[src/ims_defines.svh]
/*
 * Register indices, byte addresses, field positions, codes, widths and reset
 * values of the ingress mirror selection block.
 * Assumes inclusion by bare name; definitions only.
 */
`ifndef IMS_DEFINES_SVH
`define IMS_DEFINES_SVH

`define IMS_IDX_CAPT     8'h10
`define IMS_IDX_CTRL     8'h12
`define IMS_IDX_DIV      8'h14
`define IMS_IDX_MAC_LO   8'h16
`define IMS_IDX_MAC_HI   8'h17
`define IMS_IDX_STAT     8'h18
`define IMS_ADDR_CAPT    (`IMS_IDX_CAPT * 8'h04)
`define IMS_ADDR_CTRL    (`IMS_IDX_CTRL * 8'h04)
`define IMS_ADDR_DIV     (`IMS_IDX_DIV * 8'h04)
`define IMS_ADDR_MAC_LO  (`IMS_IDX_MAC_LO * 8'h04)
`define IMS_ADDR_MAC_HI  (`IMS_IDX_MAC_HI * 8'h04)
`define IMS_ADDR_STAT    (`IMS_IDX_STAT * 8'h04)

`define IMS_REG_W        16
`define IMS_DIV_W        10
`define IMS_MAC_W        48
`define IMS_PORT_W       4
`define IMS_CNT_W        16

`define IMS_SEL_HI       15
`define IMS_SEL_LO       14
`define IMS_THIN_BIT     13
`define IMS_MASK_TOP     4'h8
`define IMS_EN_BIT       15
`define IMS_BLK_BIT      14
`define IMS_CPORT_HI     3

`define IMS_SEL_ALL      2'h0
`define IMS_SEL_DA       2'h1
`define IMS_SEL_SA       2'h2
`define IMS_SEL_RSVD     2'h3

`define IMS_CTRL_RST     16'h0000
`define IMS_CAPT_RST     16'h0000
`define IMS_CAPT_WMASK   16'hC00F
`define IMS_DIV_RST      10'h000
`define IMS_MAC_RST      48'h000000000000

`define IMS_RESP_OKAY    2'h0
`define IMS_RESP_SLVERR  2'h2

`endif

[src/ims_pkg.sv]
/*
 * Types of the ingress mirror selection block: bus states and the state record.
 * Assumes the constants header is reachable by bare name.
 */
package ims_pkg;
`include "ims_defines.svh"

    typedef enum logic [1:0] {
        IMS_WS_IDLE = 2'b01,
        IMS_WS_RESP = 2'b10
    } ims_wst_t;

    typedef enum logic [1:0] {
        IMS_RS_IDLE = 2'b01,
        IMS_RS_DATA = 2'b10
    } ims_rdst_t;

    typedef struct packed {
        ims_wst_t                 wst;
        ims_rdst_t                rdst;
        logic                     aw_held;
        logic                     w_held;
        logic [7:0]               awaddr;
        logic [31:0]              wdata;
        logic [3:0]               wstrb;
        logic [1:0]               bresp;
        logic [31:0]              rdata;
        logic [1:0]               rresp;
        logic [`IMS_REG_W-1:0]    ctrl;
        logic [`IMS_REG_W-1:0]    capt;
        logic [`IMS_DIV_W-1:0]    div;
        logic [`IMS_MAC_W-1:0]    mac;
        logic [`IMS_DIV_W-1:0]    thin_cnt;
        logic [`IMS_CNT_W-1:0]    copy_cnt;
        logic [`IMS_CNT_W-1:0]    pass_cnt;
    } ims_state_t;
endpackage

[src/ims_fifo.sv]
/*
 * Small synchronous FIFO with valid and ready on both sides.
 * Assumes one clock, an active-low asynchronous reset and a power-of-two depth.
 */
`timescale 1ns/1ps
`default_nettype none

module ims_fifo #(
    parameter int WIDTH = 20,
    parameter int DEPTH = 8
) (
    input  wire logic                     clk,
    input  wire logic                     rst_n,
    input  wire logic                     in_valid,
    output logic                          in_ready,
    input  wire logic [WIDTH-1:0]         in_data,
    output logic                          out_valid,
    input  wire logic                     out_ready,
    output logic [WIDTH-1:0]              out_data,
    output logic [$clog2(DEPTH):0]        level
);
    localparam int AW = $clog2(DEPTH);

    typedef struct packed {
        logic [DEPTH-1:0][WIDTH-1:0] mem;
        logic [AW-1:0]               wp;
        logic [AW-1:0]               rp;
        logic [AW:0]                 cnt;
    } ims_fifo_state_t;

    ims_fifo_state_t s_r;
    ims_fifo_state_t s_nxt;
    logic            push;
    logic            pop;

    assign in_ready  = (s_r.cnt != (AW+1)'(DEPTH));
    assign out_valid = (s_r.cnt != '0);
    assign out_data  = s_r.mem[s_r.rp];
    assign level     = s_r.cnt;
    assign push      = in_valid && in_ready;
    assign pop       = out_valid && out_ready;

    // ------------------------------------------------------------
    // Next state.
    // ------------------------------------------------------------
    always_comb begin
        s_nxt = s_r;
        if (push) begin
            s_nxt.mem[s_r.wp] = in_data;
            s_nxt.wp          = s_r.wp + 1'b1;
        end
        if (pop) begin
            s_nxt.rp = s_r.rp + 1'b1;
        end
        if (push && !pop) begin
            s_nxt.cnt = s_r.cnt + 1'b1;
        end else if (pop && !push) begin
            s_nxt.cnt = s_r.cnt - 1'b1;
        end
    end

    always_ff @(posedge clk or negedge rst_n) begin
        if (!rst_n) begin
            s_r <= '0;
        end else begin
            s_r <= s_nxt;
        end
    end
endmodule

`default_nettype wire

[src/ims_ingress_mirror_select.sv]
/*
 * Ingress mirror selection: decides which received frames are copied to the
 * capture port, with its AXI4-Lite register slave and an 8-word copy FIFO.
 * Assumes frame descriptors come from logic on ref_clk, and that the
 * forwarding path treats each descriptor independently of this block.
 */
// Added by the designer: register access over AXI4-Lite.
`timescale 1ns/1ps
`default_nettype none
`include "ims_defines.svh"

module ims_ingress_mirror_select #(
    parameter int TAG_W      = 16,
    parameter int FIFO_DEPTH = 8
) (
    input  wire logic                    ref_clk,
    input  wire logic                    rst_n,
    input  wire logic [7:0]              s_axi_awaddr,
    input  wire logic                    s_axi_awvalid,
    output logic                         s_axi_awready,
    input  wire logic [31:0]             s_axi_wdata,
    input  wire logic [3:0]              s_axi_wstrb,
    input  wire logic                    s_axi_wvalid,
    output logic                         s_axi_wready,
    output logic [1:0]                   s_axi_bresp,
    output logic                         s_axi_bvalid,
    input  wire logic                    s_axi_bready,
    input  wire logic [7:0]              s_axi_araddr,
    input  wire logic                    s_axi_arvalid,
    output logic                         s_axi_arready,
    output logic [31:0]                  s_axi_rdata,
    output logic [1:0]                   s_axi_rresp,
    output logic                         s_axi_rvalid,
    input  wire logic                    s_axi_rready,
    input  wire logic                    rx_valid,
    output logic                         rx_ready,
    input  wire logic [3:0]              rx_port,
    input  wire logic [47:0]             rx_da,
    input  wire logic [47:0]             rx_sa,
    input  wire logic [TAG_W-1:0]        rx_tag,
    output logic                         cap_valid,
    input  wire logic                    cap_ready,
    output logic [TAG_W-1:0]             cap_tag,
    output logic [3:0]                   cap_src_port,
    output logic [3:0]                   cap_dest_port,
    output logic                         cap_block_normal
);
    import ims_pkg::*;

    localparam int FW = TAG_W + `IMS_PORT_W;

    // ------------------------------------------------------------
    // Reset release.
    // ------------------------------------------------------------
    logic rs1_r;
    logic rs2_r;

    always_ff @(posedge ref_clk or negedge rst_n) begin
        if (!rst_n) begin
            rs1_r <= 1'b0;
            rs2_r <= 1'b0;
        end else begin
            rs1_r <= 1'b1;
            rs2_r <= rs1_r;
        end
    end

    // ------------------------------------------------------------
    // Helpers.
    // ------------------------------------------------------------
    function automatic logic [31:0] wmerge(input logic [31:0] old,
                                           input logic [31:0] din,
                                           input logic [3:0]  st);
        logic [31:0] r;
        r = old;
        for (int i = 0; i < 4; i++) begin
            if (st[i]) begin
                r[8*i +: 8] = din[8*i +: 8];
            end
        end
        return r;
    endfunction

    function automatic logic [32:0] reg_read(input ims_state_t st,
                                             input logic [7:0] a);
        logic [32:0] r;
        r = {1'b1, 32'h00000000};
        case (a)
            `IMS_ADDR_CAPT:   r[15:0] = st.capt;
            `IMS_ADDR_CTRL:   r[15:0] = st.ctrl;
            `IMS_ADDR_DIV:    r[9:0]  = st.div;
            `IMS_ADDR_MAC_LO: r[31:0] = st.mac[31:0];
            `IMS_ADDR_MAC_HI: r[15:0] = st.mac[47:32];
            `IMS_ADDR_STAT:   r[31:0] = {st.pass_cnt, st.copy_cnt};
            default:          r       = {1'b0, 32'h00000000};
        endcase
        return r;
    endfunction

    ims_state_t        s_r;
    ims_state_t        s_nxt;
    logic              aw_fire_c;
    logic              w_fire_c;
    logic              ar_fire_c;
    logic              wr_do_c;
    logic [7:0]        wr_addr_c;
    logic [31:0]       wr_data_c;
    logic [3:0]        wr_strb_c;
    logic [32:0]       wr_old_c;
    logic [31:0]       wr_val_c;
    logic [32:0]       rd_c;
    logic              ar_ctrl_c;
    logic [1:0]        sel_c;
    logic              en_c;
    logic              thin_en_c;
    logic              mask_hit_c;
    logic              pass_c;
    logic              cand_c;
    logic              thin_hit_c;
    logic              copy_c;
    logic              rx_fire_c;
    logic              fifo_in_valid;
    logic              fifo_in_ready;
    logic [FW-1:0]     fifo_out_data;

    // ------------------------------------------------------------
    // Register slave handshakes.
    // ------------------------------------------------------------
    assign s_axi_awready = (s_r.wst == IMS_WS_IDLE) && !s_r.aw_held;
    assign s_axi_wready  = (s_r.wst == IMS_WS_IDLE) && !s_r.w_held;
    assign s_axi_arready = (s_r.rdst == IMS_RS_IDLE);
    assign s_axi_bvalid  = (s_r.wst == IMS_WS_RESP);
    assign s_axi_bresp   = s_r.bresp;
    assign s_axi_rvalid  = (s_r.rdst == IMS_RS_DATA);
    assign s_axi_rdata   = s_r.rdata;
    assign s_axi_rresp   = s_r.rresp;

    assign aw_fire_c = s_axi_awvalid && s_axi_awready;
    assign w_fire_c  = s_axi_wvalid && s_axi_wready;
    assign ar_fire_c = s_axi_arvalid && s_axi_arready;
    assign ar_ctrl_c = ar_fire_c && (s_axi_araddr == `IMS_ADDR_CTRL);
    assign wr_do_c   = (s_r.wst == IMS_WS_IDLE) && (s_r.aw_held || aw_fire_c)
                       && (s_r.w_held || w_fire_c);
    assign wr_addr_c = s_r.aw_held ? s_r.awaddr : s_axi_awaddr;
    assign wr_data_c = s_r.w_held ? s_r.wdata : s_axi_wdata;
    assign wr_strb_c = s_r.w_held ? s_r.wstrb : s_axi_wstrb;
    assign wr_old_c  = reg_read(s_r, wr_addr_c);
    assign wr_val_c  = wmerge(wr_old_c[31:0], wr_data_c, wr_strb_c);
    assign rd_c      = reg_read(s_r, s_axi_araddr);

    // ------------------------------------------------------------
    // Frame selection.
    // ------------------------------------------------------------
    assign sel_c      = s_r.ctrl[`IMS_SEL_HI:`IMS_SEL_LO];
    assign en_c       = s_r.capt[`IMS_EN_BIT];
    assign thin_en_c  = s_r.ctrl[`IMS_THIN_BIT];
    assign mask_hit_c = (rx_port <= `IMS_MASK_TOP) && s_r.ctrl[rx_port];
    assign thin_hit_c = !thin_en_c || (s_r.thin_cnt >= s_r.div);
    assign cand_c     = en_c && mask_hit_c && pass_c;
    assign copy_c     = cand_c && thin_hit_c;
    assign rx_fire_c  = rx_valid && rx_ready;

    always_comb begin
        case (sel_c)
            `IMS_SEL_ALL: pass_c = 1'b1;
            `IMS_SEL_DA:  pass_c = (rx_da == s_r.mac);
            `IMS_SEL_SA:  pass_c = (rx_sa == s_r.mac);
            default:      pass_c = 1'b0;
        endcase
    end

    assign fifo_in_valid    = rx_valid && copy_c;
    assign rx_ready         = fifo_in_ready || !copy_c;
    assign cap_dest_port    = s_r.capt[`IMS_CPORT_HI:0];
    assign cap_block_normal = en_c && s_r.capt[`IMS_BLK_BIT];
    assign cap_tag          = fifo_out_data[TAG_W-1:0];
    assign cap_src_port     = fifo_out_data[FW-1:TAG_W];

    // ------------------------------------------------------------
    // Next state.
    // ------------------------------------------------------------
    always_comb begin
        s_nxt = s_r;
        if (aw_fire_c) begin
            s_nxt.aw_held = 1'b1;
            s_nxt.awaddr  = s_axi_awaddr;
        end
        if (w_fire_c) begin
            s_nxt.w_held = 1'b1;
            s_nxt.wdata  = s_axi_wdata;
            s_nxt.wstrb  = s_axi_wstrb;
        end
        case (s_r.wst)
            IMS_WS_IDLE: begin
                if (wr_do_c) begin
                    s_nxt.aw_held = 1'b0;
                    s_nxt.w_held  = 1'b0;
                    s_nxt.wst     = IMS_WS_RESP;
                    s_nxt.bresp   = wr_old_c[32] ? `IMS_RESP_OKAY : `IMS_RESP_SLVERR;
                    case (wr_addr_c)
                        `IMS_ADDR_CAPT:   s_nxt.capt = wr_val_c[15:0] & `IMS_CAPT_WMASK;
                        `IMS_ADDR_CTRL:   s_nxt.ctrl = wr_val_c[15:0];
                        `IMS_ADDR_DIV:    s_nxt.div  = wr_val_c[9:0];
                        `IMS_ADDR_MAC_LO: s_nxt.mac[31:0]  = wr_val_c;
                        `IMS_ADDR_MAC_HI: s_nxt.mac[47:32] = wr_val_c[15:0];
                        default:          s_nxt.bresp = s_nxt.bresp;
                    endcase
                end
            end
            IMS_WS_RESP: begin
                if (s_axi_bready) begin
                    s_nxt.wst = IMS_WS_IDLE;
                end
            end
            default: s_nxt.wst = IMS_WS_IDLE;
        endcase
        case (s_r.rdst)
            IMS_RS_IDLE: begin
                if (ar_fire_c) begin
                    s_nxt.rdst  = IMS_RS_DATA;
                    s_nxt.rdata = rd_c[31:0];
                    s_nxt.rresp = rd_c[32] ? `IMS_RESP_OKAY : `IMS_RESP_SLVERR;
                end
            end
            IMS_RS_DATA: begin
                if (s_axi_rready) begin
                    s_nxt.rdst = IMS_RS_IDLE;
                end
            end
            default: s_nxt.rdst = IMS_RS_IDLE;
        endcase
        // Thinning counts only frames that reached the filter output.
        if (rx_fire_c && cand_c) begin
            s_nxt.pass_cnt = s_r.pass_cnt + 16'h0001;
            if (thin_en_c && !thin_hit_c) begin
                s_nxt.thin_cnt = s_r.thin_cnt + 10'h001;
            end else begin
                s_nxt.thin_cnt = 10'h000;
            end
        end
        if (rx_fire_c && copy_c) begin
            s_nxt.copy_cnt = s_r.copy_cnt + 16'h0001;
        end
    end

    always_ff @(posedge ref_clk or negedge rs2_r) begin
        if (!rs2_r) begin
            s_r          <= '0;
            s_r.wst      <= IMS_WS_IDLE;
            s_r.rdst     <= IMS_RS_IDLE;
            s_r.ctrl     <= `IMS_CTRL_RST;
            s_r.capt     <= `IMS_CAPT_RST;
            s_r.div      <= `IMS_DIV_RST;
            s_r.mac      <= `IMS_MAC_RST;
        end else begin
            s_r <= s_nxt;
        end
    end

    // ------------------------------------------------------------
    // Copy FIFO.
    // ------------------------------------------------------------
    ims_fifo #(
        .WIDTH (FW),
        .DEPTH (FIFO_DEPTH)
    ) u_fifo (
        .clk       (ref_clk),
        .rst_n     (rs2_r),
        .in_valid  (fifo_in_valid),
        .in_ready  (fifo_in_ready),
        .in_data   ({rx_port, rx_tag}),
        .out_valid (cap_valid),
        .out_ready (cap_ready),
        .out_data  (fifo_out_data),
        .level     ()
    );
endmodule

`default_nettype wire

[config.mk]
export PLATFORM = sky130hd
export DESIGN_NAME = ims_ingress_mirror_select
export DESIGN_NICKNAME = d
export VERILOG_FILES = /design/src/ims_pkg.sv /design/src/ims_fifo.sv /design/src/ims_ingress_mirror_select.sv
export VERILOG_INCLUDE_DIRS = /design/src
export SDC_FILE = /design/constraint.sdc
export NUM_CORES = 1
export LEC_CHECK = 0
export BUFFER_PORTS_ARGS = -buffer_cell sky130_fd_sc_hd__buf_2
export CAP_MARGIN = 20
export CORE_UTILIZATION = 30
export DETAILED_ROUTE_END_ITERATION = 16
export SLEW_MARGIN = 0
export SYNTH_ARGS = -nofsm -noshare
export SYNTH_HDL_FRONTEND = slang
export SYNTH_SLANG_ARGS = --single-unit
[constraint.sdc]
create_clock -name ref_clk -period 11.4 [get_ports ref_clk]
set_input_delay 2.28 -clock ref_clk [delete_from_list [all_inputs] [get_ports ref_clk]]
set_output_delay 2.28 -clock ref_clk [all_outputs]
set_load 0.02 [all_outputs]
==> results.md <==
- Max Freq: 0.136 GHz
- Leakage: 10.6 nW
- Multiplexer share of the synthesized area: between 20% and 30%
- Worst reg2reg startpoint: s_r[130]$_DFFE_PN0P_
- Via count: 13466
- Layout area overhead: 17.5%
- Fillers: 6257
- Pin count of the biggest net entering global routing: 171
- Power Internal: 0.00280 W
- Die Y: ~260 um
- Routed wire length: between 50 and 60 mm
- Clock Skew: 21.6 ps
- RSZ-0062 raised after global routing: no
- Post-CTS setup buffers: 0
- Core area: 63300 um2
- Post-Synth Simple-Gate Area: 8.17%
- Routability cong.: 0.851
- Yosys cell types: 62
- Most used routing layer: met2
- Drt wl/cell: 20.3 um
- Num ports: around 250
- Met2 usage: 27.1%
- H-Tree Level Count: 2
- YS warnings: 0
- Clk slew on worst S/H paths: 60 ps
- Post-CTS Hold Fix Bufs: 0
- R2R Path End: u_fifo.level[3]$_DFFE_PN0P_
- Initial Utilization: 30.5%
- Crit share post-route: 64.7%
- Min cycle time layout: approximately 7400 ps
- Sw Ratio: about a third
- Max cap viols: 0
- DRC violations left: 0
- Critical path data required time: 9120 ps
- Clk sink count: 378
- Row Count: 92
- Max-slew headroom: 15.7%
- M1 GR Usage: 21.1%
- Asr flop ratio synth: 100%
- Cells after synthesis: between 1500 and 2000
- DRT iter0 DRCs: 949
- CTS root buf: clkbuf_16
- R2r worst-path depth: 18
- Combinational Power Share: 25.1%
- Synth Area per Inst: 12.1 um2
- Antenna violations before repair: 6
- HP Class: flip-flop to async pin
- Sequential power share: 42.0%
- Final Util: 35.8%
- Yosys top cell area share: 48.8%
- Post-route setup TNS: 0 ps
- Seq/Total Area, Yosys: 49.0%
- TritonCTS clock tree: built
- First-pass GRT wire length: about 84 mm
- Gr usage total: about 16%
- DIE WIDTH: 256 um
- Setup crit start kind: input pin
- Top_reg_cell synth: dfrtp_1
- Crit Path Class: input pin to primary output
- GRT overflow: 0
- Post-synthesis xor/xnor area fraction: 3.77%
- Worst slew pin tran: 1260 ps
- Clock latency on the worst-skew pair: 570 ps
- Vias in the first global route: 13947
- Clk buf depth: 3
- NetSw: ~0.0014 W
- Synth Area in Adders: 1.47%
- Via density: 5.07
- Non-Filler Instances: approximately 2700
- Hold Fails Final Rpt: 0
- Worst IR drop on VDD: 166 uV
- Worst setup EP type: primary output
- Dpl hpwl: roughly 39 mm
- WP data arrival: 5090 ps
- Num CTS Buffers: 42
- Post_cts resized: 0
- FF+latch count, synth: 378
- Post-Syn Area: 19300 um2
- Nets@finish: 1975
- Layout cell share with drive strength beyond 1: a little under two fifths
- DR pass1 iterations: 6
- Placed insts: around 2600
- Largest cells by area after synthesis: dfrtp_1 49%, mux2_2 15%, mux4_2 4.8%, mux2i_1 4.4%, xor2_1 2.1%
- PD cells: 184 nW/um2
- Final setup viols: 0
- Cell taking the most area after synthesis: dfrtp_1
- Clock power frac: 32.9%
- Die ar.: around 65000 um2
- Routing usage on met3: 3.50%
- Fin. max-slew vios: 0
- Worst-path maximum fanout: 6
- Final ANT Viol Nets: 0
- Status: finished clean
- Post-synth EDFFs: 0
- Post-synthesis compound-gate area fraction: ~7.2%
- Largest family of logic cells by synthesized area: multiplexers
- R2r setup slk: 5830 ps
- PnR Total Power: 0.00417 W
- Buffers on Ports: approximately 240
-- cell type report --
| class | instances | area, um2 | share of cell area [%] |
|---|---|---|---|
| Antenna cell | 2 | 5.00 | 0.0221 |
| Clock buffer | 63 | 1250 | 5.52 |
| Clock inverter | 12 | 136 | 0.602 |
| Inverter | 30 | 113 | 0.497 |
| Multi-Input combinational cell | 1047 | 9110 | 40.2 |
| Sequential cell | 378 | 9470 | 41.8 |
| Tap cell | 846 | 1060 | 4.67 |
| Timing Repair Buffer | 277 | 1510 | 6.68 |
-- logic make-up after synthesis --
group | after synthesis
muxes | 414
DFF | 378
and+or+nand+nor | 320
AOI/OAI and AO/OA | 205
buffers and inverters | 164
xor gates and xnor gates | 83
adders and majority gates | 22
other | 2
-- placed cells by master (no fill, tap or decap), drive strengths merged, types with 5 or more instances in the layout --
master  synthesis  final
nand3          20     20
a211oi         12     12
nor3           22     22
or2             5      5
and3           11     11
o21ai          58     58
mux4           41     41
a221oi         27     27
nor2b          17     17
nand2b          8      8
nor2           69     69
nand2         105    105
ha             21     21
mux2          289    289
nor4           28     28
a22o           14     14
inv            30     33
clkinv          0      7
clkbuf         49     63
buf            85    277
xnor2          36     36
a31oi           7      7
a22oi          22     22
dfrtp         376    376
a222oi         12     12
nand4          10     10
xor2           47     47
mux2i          84     84
a21oi          34     34
-- worst max path at each step --
stage               slack (ps)  cells past startpoint                            to       startpoint
floorplan                   90                      0  cap_dest_port[0]$_DFFE_PN0P_  rs2_r$_DFF_PN0_
global placement          3880                      9                      rx_ready        rx_sa[33]
detailed placement        3920                      9                      rx_ready        rx_sa[33]
CTS                       3920                      9                      rx_ready        rx_sa[33]
global route              3860                      9                      rx_ready         rx_sa[6]
finish                    4030                      9                      rx_ready        rx_sa[33]
-- stage by stage --
| stage | cell area (um2) | setup slack [ps] | hold slack [ps] |
|---|---|---|---|
| floorplan | 19300 | 88.2 | 331 |
| global placement | 21200 | 3880 | 341 |
| detailed placement | 21200 | 3920 | 340 |
| CTS | 22600 | 3920 | 350 |
| global route | 22700 | 3860 | 373 |
| finish | 22700 | 4030 | 321 |
-- state kept, by name, indices dropped and copies added, names as in the netlist --
name	flops
rs2_r	1
rs1_r	1
en_c	1
s_axi_rdata	32
s_axi_rresp	1
u_fifo.s_r	166
s_r	167
s_axi_bresp	1
cap_dest_port	4
u_fifo.level	4
-- power by group through the flow --
stage / registers, W / logic [W] / clock network [W]
after global routing: 0.00178 / 0.00114 / 0.00147
after CTS: 0.00175 / 0.00105 / 0.00142
after global placement: 0.00177 / 0.00103 / 0
final: 0.00175 / 0.00104 / 0.00137
after floorplan: 0.00168 / 0.000828 / 0
after detailed placement: 0.00178 / 0.00105 / 0
-- critical path, stage by stage --
cell	delay (ps)
buf_2	90
mux2i_1	230
xnor2_1	90
nor4_1	680
nand4_1	270
nor4_4	670
nor2_1	70
or4_1	500
buf_2	200
-- synth_stat cells (14+ instances only) --
cell        n
xnor2_1    36
buf_2      22
inv_1      30
nor2_1     68
mux2i_1    84
clkbuf_1   49
a21oi_1    34
nor3_1     22
ha_1       21
dfrtp_1   376
buf_4      44
mux2_2    258
nor2b_1    17
a22o_1     14
xor2_1     47
mux4_2     41
a221oi_1   27
o21ai_0    56
mux2_1     31
a22oi_1    22
nor4_1     26
buf_1      17
nand3_1    20
nand2_1   105
-- per-layer routing --
metal | part of all wire (%) | vias to the layer above
met1 | 43 | 6819
li1 | - | 6130
met3 | 5.9 | 88
met2 | 48 | 423
met4 | 3.2 | 6
met5 | 0.063 | -
Power figures use the tool's default switching activity.
